$ cat src/hw/diag_record_pkg.sv
package diag_record_pkg;

  // ****************************************************************
  // record byte indices
  // ****************************************************************
  localparam logic [7:0] IDX_ERROR_SUMMARY = 8'h02;
  localparam logic [7:0] IDX_MODULE_INFO = 8'h03;
  localparam logic [7:0] IDX_RESERVED_C = 8'h04;
  localparam logic [7:0] IDX_ERROR_DETAIL = 8'h05;
  localparam logic [7:0] IDX_CHANNEL_KIND = 8'h06;
  localparam logic [7:0] IDX_DIAG_BITS = 8'h07;
  localparam logic [7:0] IDX_CHANNEL_COUNT = 8'h08;
  localparam logic [7:0] IDX_GROUP_ERRORS = 8'h09;
  localparam logic [7:0] IDX_CH0_ERRORS = 8'h0A;
  localparam logic [7:0] IDX_CH1_ERRORS = 8'h0B;
  localparam logic [7:0] IDX_TIMESTAMP_B0 = 8'h13;
  localparam logic [7:0] IDX_TIMESTAMP_B1 = 8'h14;
  localparam logic [7:0] IDX_TIMESTAMP_B2 = 8'h15;
  localparam logic [7:0] IDX_TIMESTAMP_B3 = 8'h16;

  // ****************************************************************
  // field positions
  // ****************************************************************
  localparam int SUM_MODULE_FAIL = 0;
  localparam int SUM_INTERNAL = 1;
  localparam int SUM_EXTERNAL = 2;
  localparam int SUM_CHANNEL = 3;
  localparam int SUM_AUX_SUPPLY = 4;
  localparam int SUM_PARAM = 7;
  localparam int DET_BUF_OVERFLOW = 3;
  localparam int DET_COMM_ERROR = 4;
  localparam int CH_CFG_ERROR = 0;
  localparam int CH_SHORT_GND = 3;

  // ****************************************************************
  // constant record contents
  // ****************************************************************
  localparam logic [3:0] MODULE_CLASS_ANALOG = 4'h5;
  localparam int MODINFO_CH_PRESENT = 4;
  localparam logic [6:0] KIND_DIGITAL_IN = 7'h70;
  localparam logic [6:0] KIND_ANALOG_IN = 7'h71;
  localparam logic [6:0] KIND_DIGITAL_OUT = 7'h72;
  localparam logic [6:0] KIND_ANALOG_OUT = 7'h73;
  localparam logic [6:0] KIND_ANALOG_IO = 7'h74;
  localparam logic [6:0] KIND_COUNTER = 7'h76;
  localparam logic [7:0] DIAG_BITS_VALUE = 8'h08;
  localparam logic [7:0] CHANNEL_COUNT_VALUE = 8'h02;
  localparam logic [7:0] BYTE_ZERO = 8'h00;

  // ****************************************************************
  // timing
  // ****************************************************************
  localparam int CLK_PERIOD_PS = 5000;
  localparam int TICK_PERIOD_PS = 1000000;
  localparam int CYCLES_PER_US = TICK_PERIOD_PS / CLK_PERIOD_PS;
  localparam int TICKER_WIDTH = 32;

endpackage : diag_record_pkg

$ cat src/hw/output_module_diag_record.sv
// Behaviour
// summary bit0 module failure, bit1 internal, bit2 external, bit3 channel error.
// summary bit4 set when external auxiliary supply is faulty.
// summary bit7 set on erroneous parameter assignment; bits 6..5 reserved.
// module info reads class 0101b, bit4 channel info present, rest reserved.
// detail byte bit3 set on internal diagnostics buffer overflow.
// detail byte bit4 set on internal communication error; other bits reserved.
// channel kind byte holds 7-bit code; this module reports analog output 73h.
// diagnostic bits per channel byte reads 08h.
// channel count byte reads 02h.
// group error byte bit0 for group 0, bit1 for group 1.
// per-channel byte bit0 set on configuration or parameter error.
// per-channel byte bit3 set on output short to ground.
// timestamp holds ticker value latched when a diagnostic is recorded.
// microsecond ticker starts from zero at power-on, one step per microsecond.
// ticker is 32 bits and wraps to zero, continuing.
// every error is recorded and lights its channel indicator; no interrupt.
// shorts reported only on channels whose recognition enable bit is 1.
// reserved bits of every diagnostic byte read zero.
// any per-channel error sets channel summary bit and matching group bit.
`timescale 1ns/10ps
module output_module_diag_record
  import diag_record_pkg::*;
#(
  parameter int CHANNELS = 2
)(
  input wire logic clk_sys,
  input wire logic arst_n,
  input wire logic module_fail,
  input wire logic internal_error,
  input wire logic external_error,
  input wire logic aux_supply_fault,
  input wire logic param_error,
  input wire logic diag_buf_overflow,
  input wire logic internal_comm_error,
  input wire logic [CHANNELS-1:0] channel_cfg_error,
  input wire logic [CHANNELS-1:0] channel_short,
  input wire logic [CHANNELS-1:0] short_enable,
  input wire logic rd_req,
  input wire logic [7:0] rd_index,
  output logic [7:0] rd_data,
  output logic rd_valid,
  output logic [CHANNELS-1:0] channel_led,
  output logic [TICKER_WIDTH-1:0] us_count
);

  // ****************************************************************
  // state
  // ****************************************************************
  typedef struct packed
  {
    logic [7:0] error_summary;
    logic [7:0] error_detail;
    logic [7:0] channel_group_errors;
    logic [7:0] channel0_errors;
    logic [7:0] channel1_errors;
    logic [TICKER_WIDTH-1:0] diag_timestamp;
    logic [CHANNELS-1:0] led;
    logic [7:0] rd_data;
    logic rd_valid;
  } record_state_t;

  record_state_t state;
  record_state_t next_state;
  logic [TICKER_WIDTH-1:0] ticker;

  // ****************************************************************
  // microsecond ticker
  // ****************************************************************
  us_ticker #(
    .DIVIDE(CYCLES_PER_US),
    .WIDTH(TICKER_WIDTH)
  ) u_ticker (
    .clk_sys(clk_sys),
    .arst_n(arst_n),
    .count(ticker)
  );

  // ****************************************************************
  // constant bytes
  // ****************************************************************
  logic [7:0] module_info;
  logic [7:0] channel_kind;

  always_comb
  begin
    module_info = BYTE_ZERO;
    module_info[3:0] = MODULE_CLASS_ANALOG;
    module_info[MODINFO_CH_PRESENT] = 1'b1;
    channel_kind = {1'b0, KIND_ANALOG_OUT};
  end

  // ****************************************************************
  // record update and read port
  // ****************************************************************
  always_comb
  begin
    logic [7:0] ch_byte [CHANNELS];
    logic [7:0] group;
    logic any_channel;
    logic new_error;
    ch_byte = '{default: BYTE_ZERO};
    group = BYTE_ZERO;
    any_channel = 1'b0;
    new_error = 1'b0;
    next_state = state;

    for (int i = 0; i < CHANNELS; i++)
    begin
      ch_byte[i][CH_CFG_ERROR] = channel_cfg_error[i];
      // a short on a channel without recognition enabled stays silent
      ch_byte[i][CH_SHORT_GND] = channel_short[i] & short_enable[i];
      group[i] = |ch_byte[i];
      any_channel = any_channel | group[i];
    end

    next_state.channel0_errors = ch_byte[0];
    next_state.channel1_errors = ch_byte[1];
    next_state.channel_group_errors = group;
    next_state.led = group[CHANNELS-1:0];

    next_state.error_summary = BYTE_ZERO;
    next_state.error_summary[SUM_MODULE_FAIL] = module_fail;
    next_state.error_summary[SUM_INTERNAL] = internal_error;
    next_state.error_summary[SUM_EXTERNAL] = external_error;
    next_state.error_summary[SUM_CHANNEL] = any_channel;
    next_state.error_summary[SUM_AUX_SUPPLY] = aux_supply_fault;
    next_state.error_summary[SUM_PARAM] = param_error;

    next_state.error_detail = BYTE_ZERO;
    next_state.error_detail[DET_BUF_OVERFLOW] = diag_buf_overflow;
    next_state.error_detail[DET_COMM_ERROR] = internal_comm_error;

    // a diagnostic is recorded when any error bit newly rises
    new_error = |(next_state.error_summary & ~state.error_summary)
      | |(next_state.error_detail & ~state.error_detail)
      | |(next_state.channel0_errors & ~state.channel0_errors)
      | |(next_state.channel1_errors & ~state.channel1_errors);
    if (new_error)
    begin
      next_state.diag_timestamp = ticker;
    end

    // reads see the record as it stood before this edge
    next_state.rd_valid = rd_req;
    next_state.rd_data = state.rd_data;
    if (rd_req)
    begin
      case (rd_index)
        IDX_ERROR_SUMMARY: next_state.rd_data = state.error_summary;
        IDX_MODULE_INFO: next_state.rd_data = module_info;
        IDX_ERROR_DETAIL: next_state.rd_data = state.error_detail;
        IDX_CHANNEL_KIND: next_state.rd_data = channel_kind;
        IDX_DIAG_BITS: next_state.rd_data = DIAG_BITS_VALUE;
        IDX_CHANNEL_COUNT: next_state.rd_data = CHANNEL_COUNT_VALUE;
        IDX_GROUP_ERRORS: next_state.rd_data = state.channel_group_errors;
        IDX_CH0_ERRORS: next_state.rd_data = state.channel0_errors;
        IDX_CH1_ERRORS: next_state.rd_data = state.channel1_errors;
        IDX_TIMESTAMP_B0: next_state.rd_data = state.diag_timestamp[7:0];
        IDX_TIMESTAMP_B1: next_state.rd_data = state.diag_timestamp[15:8];
        IDX_TIMESTAMP_B2: next_state.rd_data = state.diag_timestamp[23:16];
        IDX_TIMESTAMP_B3: next_state.rd_data = state.diag_timestamp[31:24];
        // reserved bytes and unmapped indices read zero
        default: next_state.rd_data = BYTE_ZERO;
      endcase
    end
  end

  always_ff @(posedge clk_sys or negedge arst_n)
  begin
    if (!arst_n)
    begin
      state <= '0;
    end
    else
    begin
      state <= next_state;
    end
  end

  assign rd_data = state.rd_data;
  assign rd_valid = state.rd_valid;
  assign channel_led = state.led;
  assign us_count = ticker;

endmodule : output_module_diag_record

$ cat src/hw/us_ticker.sv
`timescale 1ns/10ps
module us_ticker
  import diag_record_pkg::*;
#(
  parameter int DIVIDE = CYCLES_PER_US,
  parameter int WIDTH = TICKER_WIDTH
)(
  input wire logic clk_sys,
  input wire logic arst_n,
  output logic [WIDTH-1:0] count
);

  typedef struct packed
  {
    logic [15:0] prescale;
    logic [WIDTH-1:0] count;
  } tick_state_t;

  tick_state_t state;
  tick_state_t next_state;

  always_comb
  begin
    next_state = state;
    if (state.prescale == 16'(DIVIDE - 1))
    begin
      next_state.prescale = 16'h0000;
      // plain binary add wraps past all-ones back to zero
      next_state.count = state.count + 1'b1;
    end
    else
    begin
      next_state.prescale = state.prescale + 16'h0001;
    end
  end

  always_ff @(posedge clk_sys or negedge arst_n)
  begin
    if (!arst_n)
    begin
      state <= '0;
    end
    else
    begin
      state <= next_state;
    end
  end

  assign count = state.count;

endmodule : us_ticker
$ cat config.mk
export PLATFORM = sky130hd
export DESIGN_NAME = output_module_diag_record
export DESIGN_NICKNAME = d
export VERILOG_FILES = /design/src/hw/diag_record_pkg.sv /design/src/hw/output_module_diag_record.sv /design/src/hw/us_ticker.sv
export SDC_FILE = /design/constraint.sdc
export NUM_CORES = 1
export LEC_CHECK = 0
export ABC_AREA = 1
export BUFFER_PORTS_ARGS = -buffer_cell sky130_fd_sc_hd__buf_2
export CAP_MARGIN = 0
export CORE_ASPECT_RATIO = 1.25
export CORE_MARGIN = 2
export CORE_UTILIZATION = 50
export DETAILED_ROUTE_END_ITERATION = 12
export PLACE_DENSITY = 0.7
export SYNTH_ARGS = -nofsm -noshare
export SYNTH_HDL_FRONTEND = slang
export SYNTH_HIERARCHICAL = 1
export SYNTH_SLANG_ARGS = --single-unit
$ cat constraint.sdc
create_clock -name clk_sys -period 1.65 [get_ports clk_sys]
set_input_delay 0 -clock clk_sys [delete_from_list [all_inputs] [get_ports clk_sys]]
set_output_delay 0 -clock clk_sys [all_outputs]
set_load 0.02 [all_outputs]
==> parameters.txt, run 1 <==
Parameter                              Value

Critical path
  Kind of cell adding the most delay to the critical path    flip-flops
  Reg-to-reg critical path endpoint    u_ticker/count[0]
  Start of the worst register-to-register path    u_ticker/state[33]
  Data required, critical path    1.88 ns
  Type of the worst setup path    register to register
  Ordered cell list for the critical path    ha_4, nand2_4, inv_2, nand2_1, nor2_1, nand2_2, buf_6, buf_4, xor2_1
  Startpoint type of the worst setup path    register
  Type of element capturing the critical path    register
  Maximum cell stage delay along the critical path    0.41 ns
  R2r setup slk    0.05 ns
  Cell with the largest stage delay on the worst path    dfrtp_1
  Arrival time of the worst setup path    1.83 ns
  Depth of the most critical reg-to-reg path    9
  CP max FO    5
  Buffering stage count on the worst path with inverters included    3

Floorplan
  Area of the placeable core    0.01151 sq mm
  Starting Density    0.5079
  Std-Cell Rows    44
  Total Die Area    0.01257 sq mm
  Die height    124.9 um
  Top-level port count    67
  Die Wd    100.7 um

STA
  Setup_tns    0 ns
  Fin Clk Skew    0.008135 ns
  Endpoints failing hold    0
  Final slew viol count    0
  Final Cycle Share    0.9691
  Setup violations, final    0
  Worst hold slack after final layout    0.1597 ns
  Maximum clock rate    0.6254 GHz
  Worst Max-Slew Pin Slew    0.5112 ns
  Unrepaired setup endpoints after global routing    true
  Normalized max-slew margin    0.6592
  Clock period minus worst slack    1.599 ns

GRT
  Maximum number of pins on one net before global-route repair    39
  First-pass GRT wire length    23680 um
  Total congestion overflow    0
  Vias in the first global route    5000
  Initial antenna violation count    0
  Combined global-route utilization of all metal layers    0.2365

Final layout
  Share of cells above drive strength 1    0.1977
  Number of nets in the layout    886
  Diode count    0
  Layout-stage area growth over the synthesis result    15.89%

Logic synthesis
  Post-synth cell types    29
  Area share of the largest cell type after synthesis    0.4410
  Most frequent cells after synthesis    267 x nand2_1, 103 x dfrtp_1, 102 x nand3_1
  Post-synthesis net count    816
  Leading cell type by number of instances after synthesis    nand2_1
  Combined area of all synthesized cells    0.005844 sq mm
  Share of flip-flops with an asynchronous set or reset    1.000
  Top_reg_cell synth    dfrtp_1
  Cell taking the most area after synthesis    dfrtp_1
  EDFF count, synth    0
  Post-synthesis register bit count    103
  Avg Synthesized Cell Area    7.398 sq um
  Cell types with the largest area share after synthesis    dfrtp_1 44%, nand2_1 17%, nand3_1 8.7%
  Number of warnings issued by yosys    6
  Cell count after synthesis    790
  Share of the yosys chip area belonging to registers    0.4410

Clocking
  Number of buffers on the longest clock path    2
  Post-CTS clock slew at the launch and capture registers of the worst setup and hold paths    0.07 ns
  Cell chosen for the clock root    clkbuf_16
  Worst-skew pair later-pin latency    0.35 ns
  CTS H-Tree Depth    3
  Number of buffers created by CTS    9
  Clock tree from TritonCTS    yes
  Total number of clock tree sinks    103

Place
  Port-buffer cells    66
  Detailed Place HPWL    10700 um
  Global placer's final weighted congestion    0.8688

Pwr
  Power per Cell Area    749.6 mW/mm^2
  Max IR drop VDD    445.3 uV
  Static leakage power    3.583 nW

Run status
  Result of the run    finished, final reports clean

Job
  Max Cap Viol    0

Detailed routing
  Vias    5218
  Post-route ant nets    0
  Detailed-route wire length per cell    14.69 um
  Drt first-iter violations    289
  Drt via density    5.202
  Number of optimization iterations in the first detailed-route pass    5
  Final routed wirelength across all metal layers    14740 um
  Total DRC errors in the routed layout    0

Hold path
  Worst min-delay path class    input pin to asynchronous set/reset pin
-- how the worst max path moves through the flow --
stage                            start            endpoint  slack [ns]  cells past startpoint
floorplan           u_ticker/state[32]  u_ticker/count[19]        0.24                     11
global placement     u_ticker/count[1]  u_ticker/count[22]        0.01                      8
detailed placement  u_ticker/state[32]   u_ticker/count[4]       -0.06                     11
CTS                 u_ticker/state[32]  u_ticker/count[19]       0.001                     10
global route        u_ticker/state[33]  u_ticker/count[11]       -0.04                     10
finish              u_ticker/state[33]   u_ticker/count[0]        0.05                      9
-- placed cells by master, fill, tap and decap left out, types with 2 or more instances in the layout --
master / n
nand3b_1: 5
nand3_2: 3
nand2_1: 266
nand3_1: 102
a21oi_1: 4
o22ai_1: 2
inv_2: 6
clkbuf_8: 3
o21ai_0: 9
buf_2: 65
nor2_2: 17
nand2_2: 6
clkbuf_16: 9
nand4_1: 14
and3_1: 2
buf_4: 33
buf_6: 3
nor2_4: 10
dfrtp_2: 3
nor3_1: 8
nor2_1: 73
dfrtp_1: 100
inv_1: 72
dlygate4sd3_1: 16
xor2_1: 17
-- cell type report --
| type | count | area [sq um] |
|---|---|---|
| clock inverter | 4 | 51.30 |
| tap | 138 | 172.7 |
| clock buffer | 12 | 266.5 |
| sequential | 103 | 2581 |
| fill | 1013 | 4733 |
| inverter | 79 | 299.0 |
| timing repair buffer | 118 | 787.0 |
| multi-input combinational | 549 | 2615 |
-- per-stage QoR --
step	instance area, sq um	util	setup slack [ns]	cells	power (mW)
floorplan	5844	-	0.2377	790	2.738
global placement	6148	0.5344	0.01075	964	2.854
detailed placement	6148	0.5344	-0.05817	964	2.860
CTS	6646	0.5776	0.001128	997	5.133
global route	6773	0.5886	-0.03611	1003	5.248
finish	6773	0.5886	0.05101	1003	5.077
-- per-layer routing --
| layer | up-vias | share of wire | track usage |
|---|---|---|---|
| met5 | - | 0 | 0 |
| met4 | 0 | 0.031 | 0.09106 |
| met3 | 35 | 0.040 | 0.03591 |
| met2 | 152 | 0.50 | 0.4078 |
| met1 | 2451 | 0.43 | 0.2937 |
| li1 | 2580 | - | - |
-- worst register-to-register path, stage by stage (launching register included) --
cell	delay (ns)
dfrtp_1	0.41
ha_4	0.18
nand2_4	0.06
inv_2	0.07
nand2_1	0.05
nor2_1	0.13
nand2_2	0.15
buf_6	0.18
buf_4	0.13
xor2_1	0.13
-- sequential cells by signal, summed over array words and instances (netlist names) --
name            flops
state              44
rd_data             8
rd_valid            1
channel_led         2
u_ticker/count     32
u_ticker/state     16
-- timing repair --
| item | in CTS | in global routing |
|---|---|---|
| hold buffers | 16 | 0 |
| endpoints found under the setup margin | 13 | 24 |
| pin swaps | 1 | 5 |
| buffers inserted | 1 | 6 |
| gates resized for setup | 4 | 26 |
| endpoints found under the hold margin | 57 | 0 |
-- cell families (layout without fill, tap and decap cells) --
family	after synthesis	count (layout)	synth area share
XOR/XNOR	19	19	0.02976
flip-flops	103	103	0.4410
AND/OR/NAND/NOR	509	509	0.3804
buffers and inverters	138	213	0.1246
adder cells (fa/ha/maj)	2	2	0.004281
AO/OA/AOI/OAI	19	19	0.01991
-- report_power, final --
group / internal [mW] / leakage (nW) / switching [mW]
clock: 1.30 / 0.155 / 0.934
combinational: 0.0930 / 2.04 / 0.190
sequential: 2.54 / 1.38 / 0.0116
total: 3.94 / 3.58 / 1.14
Power figures use the tool's default switching activity.
==> run 2: changes to the inputs <==
--- a/config.mk
+++ b/config.mk
@@ -9,10 +9,10 @@
 export BUFFER_PORTS_ARGS = -buffer_cell sky130_fd_sc_hd__buf_2
 export CAP_MARGIN = 0
 export CORE_ASPECT_RATIO = 1.25
-export CORE_MARGIN = 2
 export CORE_UTILIZATION = 50
 export DETAILED_ROUTE_END_ITERATION = 12
 export PLACE_DENSITY = 0.7
+export RECOVER_POWER = 100
 export SYNTH_ARGS = -nofsm -noshare
 export SYNTH_HDL_FRONTEND = slang
 export SYNTH_HIERARCHICAL = 1
==> run 2 against run 1 <==
  * Register-to-register slack hardly changed
  * Final area is 0.57% lower
  * Sequential power hardly changed
  * Global-route usage is 2.1 points higher
  * Core utilization is 1.0 points higher
  * Wire length is 2.1% higher
  * Critical path type unchanged
  * Largest cell class unchanged
  * Largest power group unchanged
==> parameters.txt, run 2 (synthesis results as in run 1) <==
Parameter                              Value

STA
  Final setup slack of the worst path    0.05677 ns (+0.005763 ns)
  Unrepaired setup endpoints after global routing    true
  Normalized max-slew margin    0.2157 (-0.4435)
  Setup violations, final    0 (unchanged)
  Setup_tns    0 ns (unchanged)
  Endpoints failing hold    0 (unchanged)
  Clock period minus worst slack    1.593 ns (-0.005763 ns)
  Final Cycle Share    0.9656 (-0.003493)
  Fin Clk Skew    0.006274 ns (-0.001861 ns)
  Maximum clock rate    0.6277 GHz (+0.36%)
  Final slew viol count    0 (unchanged)
  Worst Max-Slew Pin Slew    1.176 ns (+0.6653 ns)

Job
  Max Cap Viol    0 (unchanged)

Place
  Placed insts    962 (-0.21%)
  Detailed Place HPWL    10900 um (+1.9%)
  Post-place setup slack    -0.002418 ns (+0.05576 ns)
  Port-buffer cells    66 (unchanged)
  Global placer's final weighted congestion    0.9184 (+5.7%)

Clocking
  Number of buffers created by CTS    9 (unchanged)
  Worst-skew pair later-pin latency    0.35 ns (about the same)
  Total number of clock tree sinks    103 (unchanged)
  Cell chosen for the clock root    clkbuf_16
  Clock tree from TritonCTS    yes
  Number of buffers on the longest clock path    2 (unchanged)
  CTS H-Tree Depth    3 (unchanged)
  Post-CTS clock slew at the launch and capture registers of the worst setup and hold paths    0.07 ns (about the same)

Pwr
  Power per Cell Area    766.1 mW/mm^2 (+2.2%)
  Int Power    3.998 mW (+1.4%)
  Static leakage power    3.525 nW (-1.6%)
  PnR Total Power    5.159 mW (+1.6%)
  Switch share    0.2251 (+0.001375)
  Switching power    1.161 mW (+2.2%)
  Fraction of power consumed by combinational cells    0.054 (-0.002)
  Relative contribution of the clock network to total power    0.451 (+0.010)
  Max IR drop VDD    876.2 uV (+97%)
  Seq pwr share    0.495 (-0.008)

Critical path
  Data required, critical path    1.89 ns (about the same)
  Arrival time of the worst setup path    1.84 ns (about the same)
  Cell with the largest stage delay on the worst path    dfrtp_1
  Type of element capturing the critical path    register
  CP max FO    5 (unchanged)
  Type of the worst setup path    register to register
  Buffering stage count on the worst path with inverters included    2 (-1)
  Startpoint type of the worst setup path    register
  Most used cell, CP    nand2_1
  Ordered cell list for the critical path    ha_2, nand2_4, inv_2, nand2_1, nor2_1, nand2_2, buf_4, nor2_4, nand3_1, nand2_1, nand2_1
  Maximum cell stage delay along the critical path    0.36 ns (-0.05 ns)
  Kind of cell adding the most delay to the critical path    simple AND/OR/NAND/NOR gates

Final layout
  Share of cells above drive strength 1    0.1671 (-0.03064)
  Register name with the most flops    state
  Number of nets in the layout    890 (+0.45%)
  Diode count    0 (unchanged)
  Number of non-filler instances in the completed layout    1003 (unchanged)
  Number of flip-flops under the largest register name    44 (unchanged)
  Fill cell total of the finished layout    1042 (+2.9%)
  Share of the core filled with cells    0.5989 (+0.01024)
  Most frequent cells in the layout    265 x nand2_1, 103 x nand3_1, 99 x dfrtp_1
  Most frequent standard cell in the layout excluding fill and tap cells    nand2_1
  Layout-stage area growth over the synthesis result    15.22%

Detailed routing
  Number of optimization iterations in the first detailed-route pass    5 (unchanged)
  Post-route ant nets    0 (unchanged)
  Detailed-route wire length per cell    15.00 um (+2.1%)
  Total DRC errors in the routed layout    0 (unchanged)
  Final routed wirelength across all metal layers    15050 um (+2.1%)
  Drt via density    5.244 (+0.80%)
  Vias    5260 (+0.80%)
  Drt first-iter violations    314 (+8.7%)

GRT
  Vias in the first global route    4929 (-1.4%)
  First-pass GRT wire length    23780 um (+0.44%)
  Total congestion overflow    0 (unchanged)
  Combined global-route utilization of all metal layers    0.2571 (+0.02060)
  Maximum number of pins on one net before global-route repair    47 (+21%)
  Initial antenna violation count    0 (unchanged)

Floorplan
  Starting Density    0.5198 (+0.01181)
  Top-level port count    67 (unchanged)
  Area of the placeable core    0.01124 sq mm (-2.3%)
  Total Die Area    0.01213 sq mm (-3.6%)
  Std-Cell Rows    43 (-2.3%)
  Die height    122.9 um (-1.6%)
  Die Wd    98.70 um (-2.0%)

Hold path
  Worst min-delay path class    input pin to register

Run status
  Result of the run    finished, final reports clean
run 2: layout make-up:
type	count	area, sq um	area share
clock buffer	10	239.0	0.03549
sequential	103	2582	0.3835
clock inverter	5	82.58	0.01226
timing repair buffer	121	762.0	0.1132
tap	135	168.9	0.02508
inverter	79	299.0	0.04441
multi-input combinational	550	2600	0.3861
run 2: worst paths after layout:
path                                         start                 end  slack (ns)  cells after the start
worst max-delay path            u_ticker/state[33]  u_ticker/count[22]        0.06                     11
worst min-delay path                   rd_index[0]          rd_data[3]        0.21                      5
worst max register to register  u_ticker/state[33]  u_ticker/count[22]        0.06                     11
worst min register to register          rd_data[2]          rd_data[2]        0.48                      2
max in group asynchronous                   arst_n          rd_data[1]        0.31                      3
min in group asynchronous                   arst_n      channel_led[1]        0.41                      2
run 2: worst reg2reg max path, stage by stage (launching register included):
cell and delay (ns):
dfrtp_1 0.36, ha_2 0.22, nand2_4 0.07, inv_2 0.08, nand2_1 0.05, nor2_1 0.11, nand2_2 0.11, buf_4 0.16
nor2_4 0.13, nand3_1 0.09, nand2_1 0.07, nand2_1 0.05
run 2: through the flow:
step / area (sq um) / hold WS (ns)
2_1_floorplan: 5844 / -0.2956
3_3_place_gp: 6152 / 0.04777
3_5_place_dp: 6152 / 0.05200
4_1_cts: 6646 / 0.1589
5_1_grt: 6734 / 0.2008
6_report: 6734 / 0.2094
run 2: metal layers:
layer / vias up / track usage / share of wire
met1: 2443 / 0.3043 / 0.41
met4: 0 / 0.1455 / 0.039
met5: - / 0 / 0
met3: 49 / 0.03417 / 0.040
li1: 2593 / - / -
met2: 175 / 0.4525 / 0.51
run 2: power by group through the flow:
| stage | Clock [mW] | Sequential, mW | Combinational [mW] |
|---|---|---|---|
| 2_1_floorplan | 0 | 2.60 | 0.135 |
| 3_3_place_gp | 0 | 2.60 | 0.252 |
| 3_5_place_dp | 0 | 2.60 | 0.258 |
| 4_1_cts | 2.37 | 2.56 | 0.290 |
| 5_1_grt | 2.45 | 2.56 | 0.314 |
| 6_report | 2.33 | 2.56 | 0.278 |
run 2: what timing repair did:
item                       CTS  global route
hold buffers                17             0
pin swaps                    0             3
cloned                       0             1
setup endpoints to repair    4            22
hold endpoints to repair    64             0
resized for setup            1            21
setup buffers                0             8
==> run 3: changes to the inputs <==
--- a/config.mk
+++ b/config.mk
@@ -9,11 +9,10 @@
 export BUFFER_PORTS_ARGS = -buffer_cell sky130_fd_sc_hd__buf_2
 export CAP_MARGIN = 0
 export CORE_ASPECT_RATIO = 1.25
-export CORE_UTILIZATION = 50
+export CORE_UTILIZATION = 59
 export DETAILED_ROUTE_END_ITERATION = 12
-export PLACE_DENSITY = 0.7
+export PLACE_DENSITY = 0.8
 export RECOVER_POWER = 100
 export SYNTH_ARGS = -nofsm -noshare
 export SYNTH_HDL_FRONTEND = slang
-export SYNTH_HIERARCHICAL = 1
 export SYNTH_SLANG_ARGS = --single-unit
==> constraint.sdc (replaced) <==
create_clock -name clk_sys -period 1.6 [get_ports clk_sys]
set_input_delay 0 -clock clk_sys [delete_from_list [all_inputs] [get_ports clk_sys]]
set_output_delay 0 -clock clk_sys [all_outputs]
set_load 0.02 [all_outputs]
==> run 3 against run 2 <==
  * Total power down 4.0%
  * Clock skew down 0.0024 ns
  * Via count up 1.2%
  * Final area down 0.67%
  * Area after synthesis down 0.58%
  * Sequential power up 3%
==> parameters.txt, run 3 <==
Parameter                              Value

Run status
  Result of the run    finished, final reports clean

Floorplan
  Std-Cell Rows    40 (-7.0%)
  Starting Density    0.6047 (+0.08494)
  Die height    113.0 um (-8.1%)
  Total Die Area    0.01025 sq mm (-15%)
  Area of the placeable core    0.009609 sq mm (-15%)
  Top-level port count    67 (unchanged)
  Die Wd    90.76 um (-8.0%)

STA
  Maximum clock rate    0.6490 GHz (+3.4%)
  Fin Clk Skew    0.003828 ns (-0.002446 ns)
  Clock period minus worst slack    1.541 ns (-0.05236 ns)
  Normalized max-slew margin    0.2302 (+0.01448)
  Final Cycle Share    0.9630 (-0.002550)
  Endpoints failing hold    0 (unchanged)
  Setup violations, final    0 (unchanged)
  Worst Max-Slew Pin Slew    1.155 ns (-0.02173 ns)
  Final slew viol count    0 (unchanged)

Critical path
  R2r setup slk    0.06 ns (about the same)
  Startpoint type of the worst setup path    register
  Data required, critical path    1.83 ns (-0.06 ns)
  Type of the worst setup path    register to register
  Type of element capturing the critical path    register
  Arrival time of the worst setup path    1.77 ns (-0.07 ns)
  CP max FO    22 (+17)

Final layout
  Diode count    0 (unchanged)
  Number of nets in the layout    895 (+0.56%)
  Final non-filler cell area    0.006689 sq mm (-0.67%)
  Reg area    0.002584 sq mm (about the same)
  Layout-stage area growth over the synthesis result    15.12% (about the same)
  Fill cell total of the finished layout    825 (-21%)
  Area of the multi-input gates    0.002653 sq mm (+2.0%)
  Most frequent cells in the layout    292 x nand2_1, 98 x dfrtp_1, 88 x nor2_1
  Register name with the most flops    state
  Share of cells above drive strength 1    0.1545 (-0.01259)
  Number of flip-flops under the largest register name    44 (unchanged)
  Most frequent standard cell in the layout excluding fill and tap cells    nand2_1

Logic synthesis
  Most frequent cells after synthesis    294 x nand2_1, 103 x dfrtp_1, 93 x nor2_1
  Combined area of all synthesized cells    0.005811 sq mm (-0.58%)
  Main combinational cell family by area after synthesis    simple AND/OR/NAND/NOR gates
  EDFF count, synth    0 (unchanged)
  Leading cell type by number of instances after synthesis    nand2_1
  Area share of the largest cell type after synthesis    0.4436 (+0.002564)
  Share of synthesized cell area in full adder, half adder and majority cells    0.004307 (+0.00002489)
  Cell count after synthesis    799 (+1.1%)
  Share of flip-flops with an asynchronous set or reset    1.000 (unchanged)
  Avg Synthesized Cell Area    7.272 sq um (-1.7%)
  Post-synthesis net count    825 (+1.1%)
  Synth Area in XOR/XNOR    0.03919 (+0.009432)
  Post-synthesis register bit count    103 (unchanged)
  Cell types with the largest area share after synthesis    dfrtp_1 44%, nand2_1 19%, nand3_1 6.5%
  Cell taking the most area after synthesis    dfrtp_1
  Share of the yosys chip area belonging to registers    0.4436 (+0.002564)
  Synth Area in Compound Gates    0.02735 (+0.007437)
  Post-synth cell types    30 (+3.4%)
  Top_reg_cell synth    dfrtp_1
  Proportion of synthesized area in mux cells    0 (unchanged)
  Post-Synth Simple-Gate Area    0.3680 (-0.01243)
  Number of warnings issued by yosys    0 (-6)

GRT
  Combined global-route utilization of all metal layers    0.3025 (+0.04539)
  Vias in the first global route    5318 (+7.9%)
  Total congestion overflow    0 (unchanged)
  Maximum number of pins on one net before global-route repair    61 (+30%)
  Initial antenna violation count    0 (unchanged)
  First-pass GRT wire length    24490 um (+3.0%)

Clocking
  Post-CTS clock slew at the launch and capture registers of the worst setup and hold paths    0.07 ns (about the same)
  Worst-skew pair later-pin latency    0.34 ns (about the same)
  CTS H-Tree Depth    3 (unchanged)
  Clock tree from TritonCTS    yes
  Number of buffers created by CTS    9 (unchanged)
  Number of buffers on the longest clock path    2 (unchanged)
  Total number of clock tree sinks    103 (unchanged)
  Cell chosen for the clock root    clkbuf_16

Place
  Total cell area at the placement stage    0.006135 sq mm (-0.28%)
  Port-buffer cells    66 (unchanged)
  Detailed Place HPWL    10570 um (-3.1%)
  Global placer's final weighted congestion    0.9612 (+4.7%)

Detailed routing
  Number of optimization iterations in the first detailed-route pass    5 (unchanged)
  Detailed-route wire length per cell    14.65 um (-2.4%)
  Total DRC errors in the routed layout    0 (unchanged)
  Post-route ant nets    0 (unchanged)
  Final routed wirelength across all metal layers    14650 um (-2.7%)
  Drt first-iter violations    334 (+6.4%)
  Drt via density    5.322 (+1.5%)
  Vias    5322 (+1.2%)

Pwr
  Power per Cell Area    740.2 mW/mm^2 (-3.4%)
  PnR Total Power    4.951 mW (-4.0%)
  Max IR drop VDD    564.1 uV (-36%)
  Static leakage power    3.575 nW (+1.4%)

Hold path
  Worst min-delay path class    input pin to register

Job
  Max Cap Viol    0 (unchanged)
==> run 3: cell count changes in the layout (fill, tap and decap cells not counted), moves of 4 or more <==
| cell | before | now |
|---|---|---|
| nand2_4 | 2 | 6 |
| nor2_1 | 78 | 88 |
| nand3_1 | 103 | 76 |
| o21ai_0 | 9 | 16 |
| xor2_1 | 17 | 23 |
| nand4_1 | 14 | 9 |
| nor2_4 | 10 | 6 |
| nand2_1 | 265 | 292 |
| clkbuf_2 | 4 | 0 |
==> run 3: critical path, cell delays in order (launching register included) <==
cell and delay (ns):
dfrtp_1 0.40, ha_4 0.17, nand3_1 0.07, nand3b_1 0.20
nor3_4 0.21, buf_4 0.17, inv_6 0.07, nand2_1 0.06
o21ai_1 0.06
==> run 3: cell type report <==
cell class,count,share of cell area
Clock inverter,5,0.005051
Timing Repair Buffer,115,0.1105
Clock buffer,11,0.03479
Inverter,75,0.04321
Tap cell,126,0.02357
Sequential cell,103,0.3863
Multi-Input combinational cell,565,0.3966
==> run 3: repair_timing <==
action	CTS	global route
endpoints found under the setup margin	4	64
pin swaps	0	6
buffers inserted	0	5
hold endpoints to repair	125	0
gates resized for setup	1	29
gates cloned	0	2
hold buffers	16	0
==> run 3: power breakdown <==
| group | internal (mW) | switching, mW |
|---|---|---|
| Combinational | 0.0896 | 0.187 |
| Sequential | 2.62 | 0.0115 |
| Clock | 1.06 | 0.982 |
==> run 3: stage by stage <==
step                       TNS, ns  utilization  hold slack, ns  setup WS, ns  std cells
final                            0       0.6961          0.2459       0.05913       1000
after global routing       -0.6962       0.6961          0.3072      -0.05045       1000
after CTS                        0       0.6833         0.07468      0.006663        993
after detailed placement  -0.04807       0.6384        -0.09646      -0.02678        961
after global placement           0       0.6384         -0.1028       0.05796        961
after floorplan                  0            -         -0.2956        0.1555        799
==> run 3: final timing paths <==
check                              startpoint                 end  depth (start not counted)
min                               rd_index[1]          rd_data[1]                          8
min in group asynchronous              arst_n           state[79]                          2
min reg2reg                        rd_data[2]          rd_data[2]                          2
max in group asynchronous              arst_n           state[15]                          3
max                        u_ticker.state[32]  u_ticker.count[16]                          8
max reg2reg                u_ticker.state[32]  u_ticker.count[16]                          8
==> run 3: kinds of logic after synthesis <==
| family | Yosys count |
|---|---|
| AO/OA/AOI/OAI | 29 |
| XOR/XNOR | 26 |
| adder cells (fa/ha/maj) | 2 |
| buffers and inverters | 133 |
| flip-flops | 103 |
| AND/OR/NAND/NOR | 506 |
==> run 3: routing by layer <==
layer	share of wire	vias up	GRT usage	routed length (um)
met1	0.41	2529	0.3595	6050
li1	-	2582	-	-
met4	0.035	0	0.1301	506
met5	0	-	0	0
met3	0.042	42	0.04637	616
met2	0.51	169	0.5424	7476
